File: src/rlr_step.sv
// raise/lower ramp level: shared package and the per-cycle step/clamp stage
// assumes one clock domain; limits and preset are signed hundredths of a percent
`timescale 1ns/1ps

package rlr_pkg;
  // register byte offsets
  localparam logic [7:0] OFF_CTRL = 8'h00;
  localparam logic [7:0] OFF_RATE = 8'h04;
  localparam logic [7:0] OFF_MAX = 8'h08;
  localparam logic [7:0] OFF_MIN = 8'h0c;
  localparam logic [7:0] OFF_PRESET = 8'h10;
  localparam logic [7:0] OFF_LEVEL = 8'h14;
  localparam logic [7:0] OFF_STATUS = 8'h18;
  // control and status field positions
  localparam int CTRL_RAISE_BIT = 0;
  localparam int CTRL_LOWER_BIT = 1;
  localparam int CTRL_PRESET_BIT = 2;
  localparam int STAT_UP_BIT = 0;
  localparam int STAT_DOWN_BIT = 1;
  localparam int STAT_AT_MAX_BIT = 2;
  localparam int STAT_AT_MIN_BIT = 3;
  // reset values: 10.0 s, +100.00 %, -100.00 %, 0.00 %
  localparam logic [12:0] RATE_RST = 13'h0064;
  localparam logic signed [15:0] MAX_RST = 16'sh2710;
  localparam logic signed [15:0] MIN_RST = -16'sh2710;
  localparam logic signed [15:0] PRESET_RST = 16'sh0000;
  // ramp time limit 600.0 s in 0.1 s units
  localparam logic [12:0] RATE_LIMIT = 13'h1770;
  // timing: 100.00 % is 10000 hundredths, rate counted in 100 ms units
  localparam int CLK_PERIOD_NS = 50;
  localparam int RATE_UNIT_NS = 100_000_000;
  localparam int FULL_SCALE = 10000;
  localparam int CYC_PER_RATE_UNIT = RATE_UNIT_NS / CLK_PERIOD_NS;
  localparam int CYC_PER_STEP_PER_UNIT = CYC_PER_RATE_UNIT / FULL_SCALE;

  typedef enum logic [0:0] {ST_RESTORE, ST_RUN} rlr_state_t;

  // whole state of the top module
  typedef struct packed {
    rlr_state_t st;
    logic signed [15:0] level;
    logic [20:0] cnt;
    logic [2:0] ctrl;
    logic [12:0] rate;
    logic signed [15:0] hi;
    logic signed [15:0] lo;
    logic signed [15:0] pre;
    logic [31:0] prdata;
  } rlr_regs_t;
endpackage

module rlr_step (
  input wire logic signed [15:0] level_i,
  input wire logic signed [15:0] hi_i,
  input wire logic signed [15:0] lo_i,
  input wire logic signed [15:0] pre_i,
  input wire logic preset_i,
  input wire logic raise_i,
  input wire logic lower_i,
  input wire logic step_i,
  input wire logic jump_i,
  output logic signed [15:0] level_o,
  output logic moving_o,
  output logic up_o
);
  logic signed [15:0] goal;

  // pick the goal, then move one hundredth toward it (never past it), or straight to it on preset or jump
  always_comb begin
    goal = level_i;
    if (preset_i) begin
      goal = pre_i;
    end else if (raise_i && !lower_i) begin
      goal = hi_i;
    end else if (lower_i && !raise_i) begin
      goal = lo_i;
    end else if (level_i > hi_i) begin
      goal = hi_i;
    end else if (level_i < lo_i) begin
      goal = lo_i;
    end
    moving_o = !preset_i && (goal != level_i);
    up_o = goal > level_i;
    level_o = level_i;
    if (preset_i || jump_i) begin
      level_o = goal;
    end else if (step_i && moving_o) begin
      level_o = up_o ? level_i + 16'sd1 : level_i - 16'sd1;
    end
  end
endmodule // rlr_step

File: src/rlr_top.sv
// raise/lower ramp level: apb register file, ramp timer and retained level
// assumes raise/lower/preset come from logic on clk_i; nv_level_i is a stable
// backup copy of the level, read once after reset release
//
// Contract
// - preset input forces level to preset value
// - raise alone ramps up, stops at maximum
// - lower alone ramps down, stops at minimum
// - hold; above maximum ramps down to maximum
// - hold; below minimum ramps up to minimum
// - one rate: time for full span, up to 600s
// - level kept over power loss and restored
`timescale 1ns/1ps

module rlr_top #(
  parameter int CYC_PER_STEP = rlr_pkg::CYC_PER_STEP_PER_UNIT
) (
  input wire logic clk_i,
  input wire logic rst_b_i,
  input wire logic psel_i,
  input wire logic penable_i,
  input wire logic pwrite_i,
  input wire logic [7:0] paddr_i,
  input wire logic [31:0] pwdata_i,
  output logic [31:0] prdata_o,
  output logic pready_o,
  output logic pslverr_o,
  input wire logic raise_i,
  input wire logic lower_i,
  input wire logic preset_i,
  input wire logic signed [15:0] nv_level_i,
  output logic signed [15:0] nv_level_o,
  output logic signed [15:0] level_o
);
  rlr_pkg::rlr_regs_t r;
  rlr_pkg::rlr_regs_t n;
  logic signed [15:0] step_level;
  logic moving;
  logic up;
  logic step_en;
  logic [20:0] period;
  logic eff_raise;
  logic eff_lower;
  logic eff_preset;
  logic [3:0] status;
  logic [31:0] rd_mux;
  logic wr_acc;
  logic [15:0] wr_rate;

  // decode an offset into a register slot, 0 means unmapped
  function automatic logic [2:0] reg_slot(input logic [7:0] a);
    if (a == rlr_pkg::OFF_CTRL) begin
      reg_slot = 3'h1;
    end else if (a == rlr_pkg::OFF_RATE) begin
      reg_slot = 3'h2;
    end else if (a == rlr_pkg::OFF_MAX) begin
      reg_slot = 3'h3;
    end else if (a == rlr_pkg::OFF_MIN) begin
      reg_slot = 3'h4;
    end else if (a == rlr_pkg::OFF_PRESET) begin
      reg_slot = 3'h5;
    end else if (a == rlr_pkg::OFF_LEVEL) begin
      reg_slot = 3'h6;
    end else if (a == rlr_pkg::OFF_STATUS) begin
      reg_slot = 3'h7;
    end else begin
      reg_slot = 3'h0;
    end
  endfunction

  // requests from sequencer pins or software control bits
  assign eff_raise = raise_i | r.ctrl[rlr_pkg::CTRL_RAISE_BIT];
  assign eff_lower = lower_i | r.ctrl[rlr_pkg::CTRL_LOWER_BIT];
  assign eff_preset = preset_i | r.ctrl[rlr_pkg::CTRL_PRESET_BIT];

  // cycles per hundredth: rate (0.1 s units) times CYC_PER_STEP, cycles per hundredth per unit
  assign period = 21'(r.rate * 21'(CYC_PER_STEP));
  assign step_en = moving && (r.cnt >= period - 21'd1);

  rlr_step u_step (
    .level_i(r.level),
    .hi_i(r.hi),
    .lo_i(r.lo),
    .pre_i(r.pre),
    .preset_i(eff_preset),
    .raise_i(eff_raise),
    .lower_i(eff_lower),
    .step_i(step_en),
    .jump_i(r.rate == 13'h0000),
    .level_o(step_level),
    .moving_o(moving),
    .up_o(up)
  );

  // status bits show the ramp's own state
  always_comb begin
    status = 4'h0;
    status[rlr_pkg::STAT_UP_BIT] = moving && up;
    status[rlr_pkg::STAT_DOWN_BIT] = moving && !up;
    status[rlr_pkg::STAT_AT_MAX_BIT] = r.level == r.hi;
    status[rlr_pkg::STAT_AT_MIN_BIT] = r.level == r.lo;
  end

  // read data multiplexer, narrow fields zero-extended
  always_comb begin
    case (reg_slot(paddr_i))
      3'h1: rd_mux = {29'h0, r.ctrl};
      3'h2: rd_mux = {19'h0, r.rate};
      3'h3: rd_mux = {16'h0, r.hi};
      3'h4: rd_mux = {16'h0, r.lo};
      3'h5: rd_mux = {16'h0, r.pre};
      3'h6: rd_mux = {16'h0, r.level};
      3'h7: rd_mux = {28'h0, status};
      default: rd_mux = 32'h0;
    endcase
  end

  assign wr_acc = psel_i && penable_i && pwrite_i;
  assign wr_rate = pwdata_i[15:0];

  // next state: level restore, ramp timer, register writes, read capture
  always_comb begin
    n = r;
    case (r.st)
      rlr_pkg::ST_RESTORE: begin
        n.level = nv_level_i;
        n.cnt = 21'h0;
        n.st = rlr_pkg::ST_RUN;
      end
      default: begin
        n.level = step_level;
        if (!moving || step_en) begin
          n.cnt = 21'h0;
        end else begin
          n.cnt = r.cnt + 21'd1;
        end
      end
    endcase
    if (wr_acc) begin
      if (reg_slot(paddr_i) == 3'h1) begin
        n.ctrl = pwdata_i[2:0];
      end else if (reg_slot(paddr_i) == 3'h2) begin
        // saturate at the 600.0 s ceiling
        n.rate = (wr_rate > 16'(rlr_pkg::RATE_LIMIT)) ? rlr_pkg::RATE_LIMIT : wr_rate[12:0];
      end else if (reg_slot(paddr_i) == 3'h3) begin
        n.hi = pwdata_i[15:0];
      end else if (reg_slot(paddr_i) == 3'h4) begin
        n.lo = pwdata_i[15:0];
      end else if (reg_slot(paddr_i) == 3'h5) begin
        n.pre = pwdata_i[15:0];
      end
    end
    if (psel_i && !penable_i && !pwrite_i) begin
      n.prdata = rd_mux; // captured in setup, shown in access
    end
  end

  // state register
  always_ff @(posedge clk_i or negedge rst_b_i) begin
    if (!rst_b_i) begin
      r.st <= rlr_pkg::ST_RESTORE;
      r.level <= 16'sh0000;
      r.cnt <= 21'h0;
      r.ctrl <= 3'h0;
      r.rate <= rlr_pkg::RATE_RST;
      r.hi <= rlr_pkg::MAX_RST;
      r.lo <= rlr_pkg::MIN_RST;
      r.pre <= rlr_pkg::PRESET_RST;
      r.prdata <= 32'h0;
    end else begin
      r <= n;
    end
  end

  // zero-wait apb answer, error on unmapped offsets
  assign pready_o = 1'b1;
  assign pslverr_o = psel_i && penable_i && (reg_slot(paddr_i) == 3'h0);
  assign prdata_o = r.prdata;
  // level mirrored out for the backup store
  assign nv_level_o = r.level;
  assign level_o = r.level;
endmodule // rlr_top

File: config.mk
export PLATFORM = sky130hd
export DESIGN_NAME = rlr_top
export DESIGN_NICKNAME = d
export VERILOG_FILES = /design/src/rlr_step.sv /design/src/rlr_top.sv
export SDC_FILE = /design/constraint.sdc
export NUM_CORES = 1
export LEC_CHECK = 0
export ABC_AREA = 1
export ABC_CLOCK_PERIOD_IN_PS = 6350
export BUFFER_PORTS_ARGS = -buffer_cell sky130_fd_sc_hd__clkbuf_2
export CAP_MARGIN = 10
export CELL_PAD_IN_SITES_DETAIL_PLACEMENT = 2
export CELL_PAD_IN_SITES_GLOBAL_PLACEMENT = 2
export CORE_MARGIN = 2
export CORE_UTILIZATION = 34
export CTS_CLUSTER_SIZE = 40
export DETAILED_ROUTE_END_ITERATION = 7
export GPL_TIMING_DRIVEN = 1
export PLACE_DENSITY_LB_ADDON = 0.1
export SKIP_LAST_GASP = 1
export SLEW_MARGIN = 20
export SYNTH_ARGS = -nofsm -noshare
export SYNTH_HDL_FRONTEND = slang
export SYNTH_SLANG_ARGS = --single-unit
export TNS_END_PERCENT = 10
File: constraint.sdc
create_clock -name clk_i -period 6.35 [get_ports clk_i]
set_input_delay 0.3175 -clock clk_i [delete_from_list [all_inputs] [get_ports clk_i]]
set_output_delay 0.3175 -clock clk_i [all_outputs]
set_load 0.02 [all_outputs]
==> results of run 1 <==
-- cells in the final DEF (no fill, tap or decap), drive strengths merged, types with 3 or more instances in the layout --
cell / synthesis / final
ha: 132 / 132
clkinv: 2 / 8
o22ai: 28 / 28
o21a: 4 / 4
xnor2: 16 / 16
xor2: 28 / 28
nand2: 350 / 351
a21oi: 94 / 94
nor3b: 5 / 5
o21ai: 164 / 164
nor4: 6 / 6
nor2: 104 / 104
nand4: 23 / 23
a211oi: 10 / 10
fa: 9 / 9
a31oi: 6 / 6
a21o: 7 / 7
dfrtp: 102 / 102
or2: 7 / 7
conb: 2 / 18
nand3: 69 / 69
a221oi: 3 / 3
buf: 71 / 32
dfstp: 16 / 16
clkbuf: 33 / 119
inv: 278 / 277
nor3: 20 / 20
-- final timing paths --
| kind | start | to | slack, ns |
|---|---|---|---|
| setup / recovery | r[82] | level_o[11] | 0.53 |
| min in group asynchronous | rst_b_i | prdata_o[6] | 0.47 |
| hold reg to reg | prdata_o[14] | prdata_o[14] | 0.48 |
| max in group asynchronous | rst_b_i | level_o[7] | 4.60 |
| hold / removal | pwdata_i[10] | r[90] | 0.14 |
| setup reg to reg | r[82] | level_o[11] | 0.53 |
-- metrics by stage --
stage / instances / hold slack (ns)
floorplan: 1624 / 0.0219
global placement: 2088 / 0.465
detailed placement: 2088 / 0.474
CTS: 2120 / 0.0706
global route: 2123 / 0.182
finish: 2123 / 0.143
-- state kept, by name (all words and copies together), names as in the netlist --
register	flops
r	86
level_o	16
prdata_o	16
-- repair_timing --
item / 4_1_cts / 5_1_grt
hold endpoints to repair: 0 / 42
setup buffers: 0 / 1
gates resized for setup: 1 / 15
pin swaps: 0 / 3
setup endpoints to repair: 16 / 16
hold buffers: 0 / 1
gates cloned: 0 / 1
-- cell families after synthesis --
logic type / share of synthesized area [%]
other: 0.0664
adders and majority gates: 16.2
DFF: 26.3
AOI/OAI and AO/OA: 16.1
xor gates and xnor gates: 3.41
buffers and inverters: 15.1
and+or+nand+nor: 22.9
-- worst max-delay path, delay by kind of cell (launching register included) --
family,cells,cell delay (ns)
flops,1,0.60
simple gates,11,1.49
fa+ha+maj,5,1.77
buf+inv,7,0.68
compound gates,4,0.64
xor+xnor,2,0.51
-- area by class of cell --
class | count | share of cell area [%]
well taps | 442 | 4.37
multi-input cells | 1123 | 53.6
clock inverters | 8 | 0.584
clock buffers | 24 | 3.89
inverters | 280 | 8.32
flip-flops and latches | 118 | 23.5
repair buffers | 128 | 5.77
-- power by group through the flow --
stage / logic, W / clock network (W) / registers [W]
final: 0.00204 / 0.000965 / 0.000858
after global routing: 0.00231 / 0.00101 / 0.000863
after CTS: 0.00200 / 0.000986 / 0.000856
after detailed placement: 0.00198 / 0 / 0.000868
after global placement: 0.00189 / 0 / 0.000866
after floorplan: 0.00141 / 0 / 0.000845
-- per-layer routing --
layer	part of all wire, %	vias up
met1	50	5478
met5	0.030	-
li1	-	5266
met2	44	186
met3	3.4	38
met4	2.8	2
==> run_results.csv, run 1 <==
group,metric,value,unit
yosys,synth_area_leaders,"dfrtp_1 23%, ha_1 15%, nand2_1 12%, inv_1 9.1%, o21ai_0 7.3%",
pwr,switching_share,46.1,%
placement,port_buffers,96,
pwr,combPwrFrac,52.8,%
timing,hold_viol,0,
cells_and_area,seqCellArea,2970,µm²
placement,place_congestion,0.839,
clocking,cts.sinks,118,
route,viasPerCell,5.17,
global_route,grtUsageTotal,25.1,%
yosys,ys_seq_area_share,26.3,%
placement,post-place-ws,-0.0505,ns
timing,tns,0,ns
pwr,p_switching,0.00178,W
floorplan,die_w,186,µm
floorplan,dieArea,34700,µm²
yosys,synth-edff-count,0,
setup_path,start_kind,"register",
yosys,yosysTopAreaCellShare,22.6,%
worst_hold_path,worstHoldPathType,"in -> reg",
timing,skew,0.0173,ns
cells_and_area,n_antenna_cell,0,
placement,dpl_cell_area,12000,µm²
global_route,grt_max_degree,73,
clocking,cts_root_buffer,"clkbuf_16",
route,drt_wl_total,43700,µm
clocking,insertion_delay,0.44,ns
global_route,antenna_found_initial,1,
floorplan,core_area,32600,µm²
clocking,path_clk_slew,0.06,ns
route,first_pass_iters,5,
pwr,leakagePower,6.49,nW
cells_and_area,syn2layout_area_growth,11.8,%
yosys,yosysMostFrequentCell,"nand2_1",
pwr,power_frac_seq,22.2,%
placement,hpwl,34500,µm
yosys,synthTopCellsByCount,"348 x nand2_1, 274 x inv_1, 164 x o21ai_0",
clocking,cts_tree,"built",
yosys,yosys_most_used_dff,"dfrtp_1",
timing,finalCritPeriodShare,91.7,%
timing,drv_slew,0,
floorplan,rows,66,
pwr,internal_power,0.00208,W
setup_path,crit_slowest_cell,"dfstp_2",
route,ant_nets,0,
yosys,yosysTopAreaCell,"dfrtp_1",
clocking,max-clock-path-buffers,2,
timing,setup_viol,0,
global_route,met2_usage,39.1,%
yosys,async_reset_ff_share,100,%
setup_path,max_stage_delay,0.60,ns
yosys,netlist_area,11300,µm²
yosys,synth.distinct_cells,55,
timing,rsz0062_at_grt,"true",
clocking,htree_num_levels,4,
status,status,"finished clean",
setup_path,arrival,6.14,ns
yosys,ys_seq_elements,118,
worst_hold_path,hold_depth,3,
cells_and_area,multi_input_area,6770,µm²
cells_and_area,fillers,3977,
cells_and_area,final_core_util,38.8,%
route,remaining_drc_errors,0,
route,vias,10970,
floorplan,start_util,34.7,%
timing,slew_headroom,18.0,%
cells_and_area,layout-drive-gt1-share,13.6,%
run,drv_cap,0,
timing,fmax,172,MHz
global_route,grt_use_met3,3.37,%
setup_path,required,6.67,ns
setup_path,critPathKind,"reg -> reg",
global_route,top_usage_layer,"met2",
route,drt_iter0_drc,533,
pwr,p_per_area,305,nW/µm²
global_route,grt_pass1_vias,11574,
setup_path,r2r_cells,29,
global_route,grt_pass1_wl,67800,µm
cells_and_area,nNetsFinal,1873,
timing,min_period,5.82,ns
global_route,met1_usage,35.8,%
setup_path,path_common_cell,"inv_1",
global_route,grt-ovfl-total,0,
setup_path,worst_setup_path_end_kind,"register",
floorplan,ios,130,
timing,tightest_slew,1.22,ns
yosys,ys_warn_count,0,
pwr,finalPower,0.00386,W
setup_path,path_max_fanout,15,
clocking,cts_made_buffers,17,
cells_and_area,fin_area,12600,µm²
yosys,synth.avg_cell_area,7.03,µm²
timing,worst_slack,0.527,ns
route,routedWlPerCell,20.6,µm
pwr,p_clk_share,25.0,%
yosys,syn-instance-count,1608,
pwr,vdd.ir_drop.worst,202,µV
floorplan,die_y,186,µm
Note: power is estimated with default switching activity, not from simulation.
==> inputs of run 2 (changes only) <==
ABC_CLOCK_PERIOD_IN_PS = 4900   (was 6350)
CORE_UTILIZATION = 31   (was 34)
PLACE_DENSITY = 0.78   (was default)
PLACE_DENSITY_LB_ADDON = default   (was 0.1)
clock period = 4.9 ns   (was 6.35 ns; I/O delays follow)
==> run_results.csv, run 2 (synthesized netlist as in run 1, its figures left out) <==
group,metric,value,unit
route,drt_wl_total,58700,µm
cells_and_area,regMostFlops,"r",
floorplan,die_y,195,µm
route,ant_nets,0,
clocking,cts_root_buffer,"clkbuf_16",
clocking,path_clk_slew,0.06,ns
pwr,finalPower,0.00660,W
timing,skew,0.0214,ns
cells_and_area,nNetsFinal,2087,
run,drv_cap,0,
timing,finalCritPeriodShare,123,%
setup_path,arrival,6.39,ns
route,vias,12720,
clocking,cts_tree,"built",
floorplan,core_area,35700,µm²
floorplan,start_util,31.6,%
floorplan,ios,130,
setup_path,path_max_fanout,8,
global_route,grt_pass1_wl,80800,µm
placement,place_inst,2295,
timing,tightest_slew,0.945,ns
clocking,max-clock-path-buffers,2,
cells_and_area,fin_area,15300,µm²
timing,drv_slew,0,
setup_path,required,5.28,ns
setup_path,path_common_cell,"nand2_1",
global_route,antenna_found_initial,0,
global_route,grtUsageTotal,27.4,%
timing,setup_viol,39,
setup_path,cp-startpoint,"r[59]",
setup_path,reg2reg_from,"r[59]",
placement,place_congestion,0.895,
setup_path,critPathKind,"reg -> reg",
timing,min_period,6.01,ns
route,first_pass_iters,5,
timing,slew_headroom,36.8,%
pwr,combPwrFrac,62.7,%
timing,holdWs,0.0735,ns
floorplan,dieArea,38000,µm²
global_route,grt_max_degree,60,
setup_path,max_stage_delay,0.53,ns
floorplan,rows,69,
route,routedWlPerCell,24.9,µm
timing,worst_slack,-1.11,ns
pwr,p_clk_share,20.8,%
setup_path,crit_slowest_cell,"dfstp_2",
clocking,insertion_delay,0.47,ns
route,viasPerCell,5.40,
pwr,vdd.ir_drop.worst,267,µV
status,status,"finished, violations left",
pwr,power_frac_seq,16.5,%
cells_and_area,n_antenna_cell,0,
cells_and_area,fin_cells,2356,
placement,hpwl,38100,µm
worst_hold_path,worstHoldPathType,"in -> reg",
floorplan,die_w,195,µm
route,drt_iter0_drc,597,
status,violations,"negative setup slack",
clocking,cts.sinks,118,
setup_path,worst_setup_path_end_kind,"register",
global_route,grt_pass1_vias,14134,
timing,fmax,166,MHz
cells_and_area,layout-drive-gt1-share,31.1,%
cells_and_area,syn2layout_area_growth,35.0,%
worst_hold_path,min_from,"nv_level_i[3]",
pwr,p_per_area,432,nW/µm²
cells_and_area,final_core_util,42.7,%
route,remaining_drc_errors,0,
setup_path,start_kind,"register",
pwr,p_switching,0.00305,W
clocking,cts_made_buffers,17,
cells_and_area,final_common_cell,"nand2_1",
placement,port_buffers,96,
clocking,htree_num_levels,4,
global_route,grt-ovfl-total,0,
pwr,leakagePower,7.67,nW
pwr,switching_share,46.1,%
cells_and_area,largest_register_ffs,86,
cells_and_area,final_cell_mix,"314 x nand2_1, 260 x inv_1, 231 x buf_4",
pwr,internal_power,0.00355,W
placement,dpl_cell_area,13600,µm²
timing,hold_viol,0,
timing,rsz0062_at_grt,"true",
run 2: final timing paths:
kind                          endpoint  slack, ns  cells past startpoint
setup reg to reg           level_o[10]      -1.11                     34
max in group asynchronous        r[87]       3.42                      3
hold reg to reg                  r[96]       0.49                      1
min in group asynchronous       r[115]       0.23                      2
setup / recovery           level_o[10]      -1.11                     34
hold / removal              level_o[3]       0.07                      3
run 2: layer usage:
| layer | wire length (µm) | GRT usage, % |
|---|---|---|
| met1 | 22300 | 30.7 |
| met2 | 30800 | 51.0 |
| met3 | 2170 | 3.70 |
| met4 | 3510 | 13.3 |
| met5 | 0 | 0 |
run 2: worst max-delay path: cells and delay by family, from the launching register on:
kind                     cells  cell delay [ns]
adder cells (fa/ha/maj)      3             0.97
AO/OA/AOI/OAI                8             1.43
AND/OR/NAND/NOR             17             2.35
buffers and inverters        6             0.66
flip-flops                   1             0.53
run 2: repair_timing:
| action | 4_1_cts | 5_1_grt |
|---|---|---|
| endpoints found under the hold margin | 24 | 0 |
| pin swaps | 20 | 55 |
| hold buffers | 1 | 0 |
| gates cloned | 3 | 0 |
| setup endpoints to repair | 39 | 39 |
| setup buffers | 11 | 14 |
| gates resized for setup | 74 | 129 |
run 2: per-stage QoR:
step / setup WS (ns) / setup TNS [ns]
after floorplan: 0.0192 / 0
after global placement: -0.677 / -18.81
after detailed placement: -0.915 / -27.72
after CTS: -0.738 / -23.60
after global routing: -1.39 / -40.45
final: -1.11 / -30.45
run 2: power groups by stage:
stage | Combinational [W] | Clock (W) | Sequential, W
6_report | 0.00414 | 0.00137 | 0.00109
5_1_grt | 0.00444 | 0.00142 | 0.00109
4_1_cts | 0.00348 | 0.00138 | 0.00108
3_5_place_dp | 0.00324 | 0 | 0.00109
3_3_place_gp | 0.00305 | 0 | 0.00109
2_1_floorplan | 0.00187 | 0 | 0.00110
run 2: area by class of cell:
class	instances	area, µm²
fill	4099	20500
multi-input combinational	1123	7570
sequential	118	2980
timing repair buffer	341	2460
inverter	280	1070
tap	461	577
clock buffer	20	447
clock inverter	12	151
timing repair inverter	1	16.3
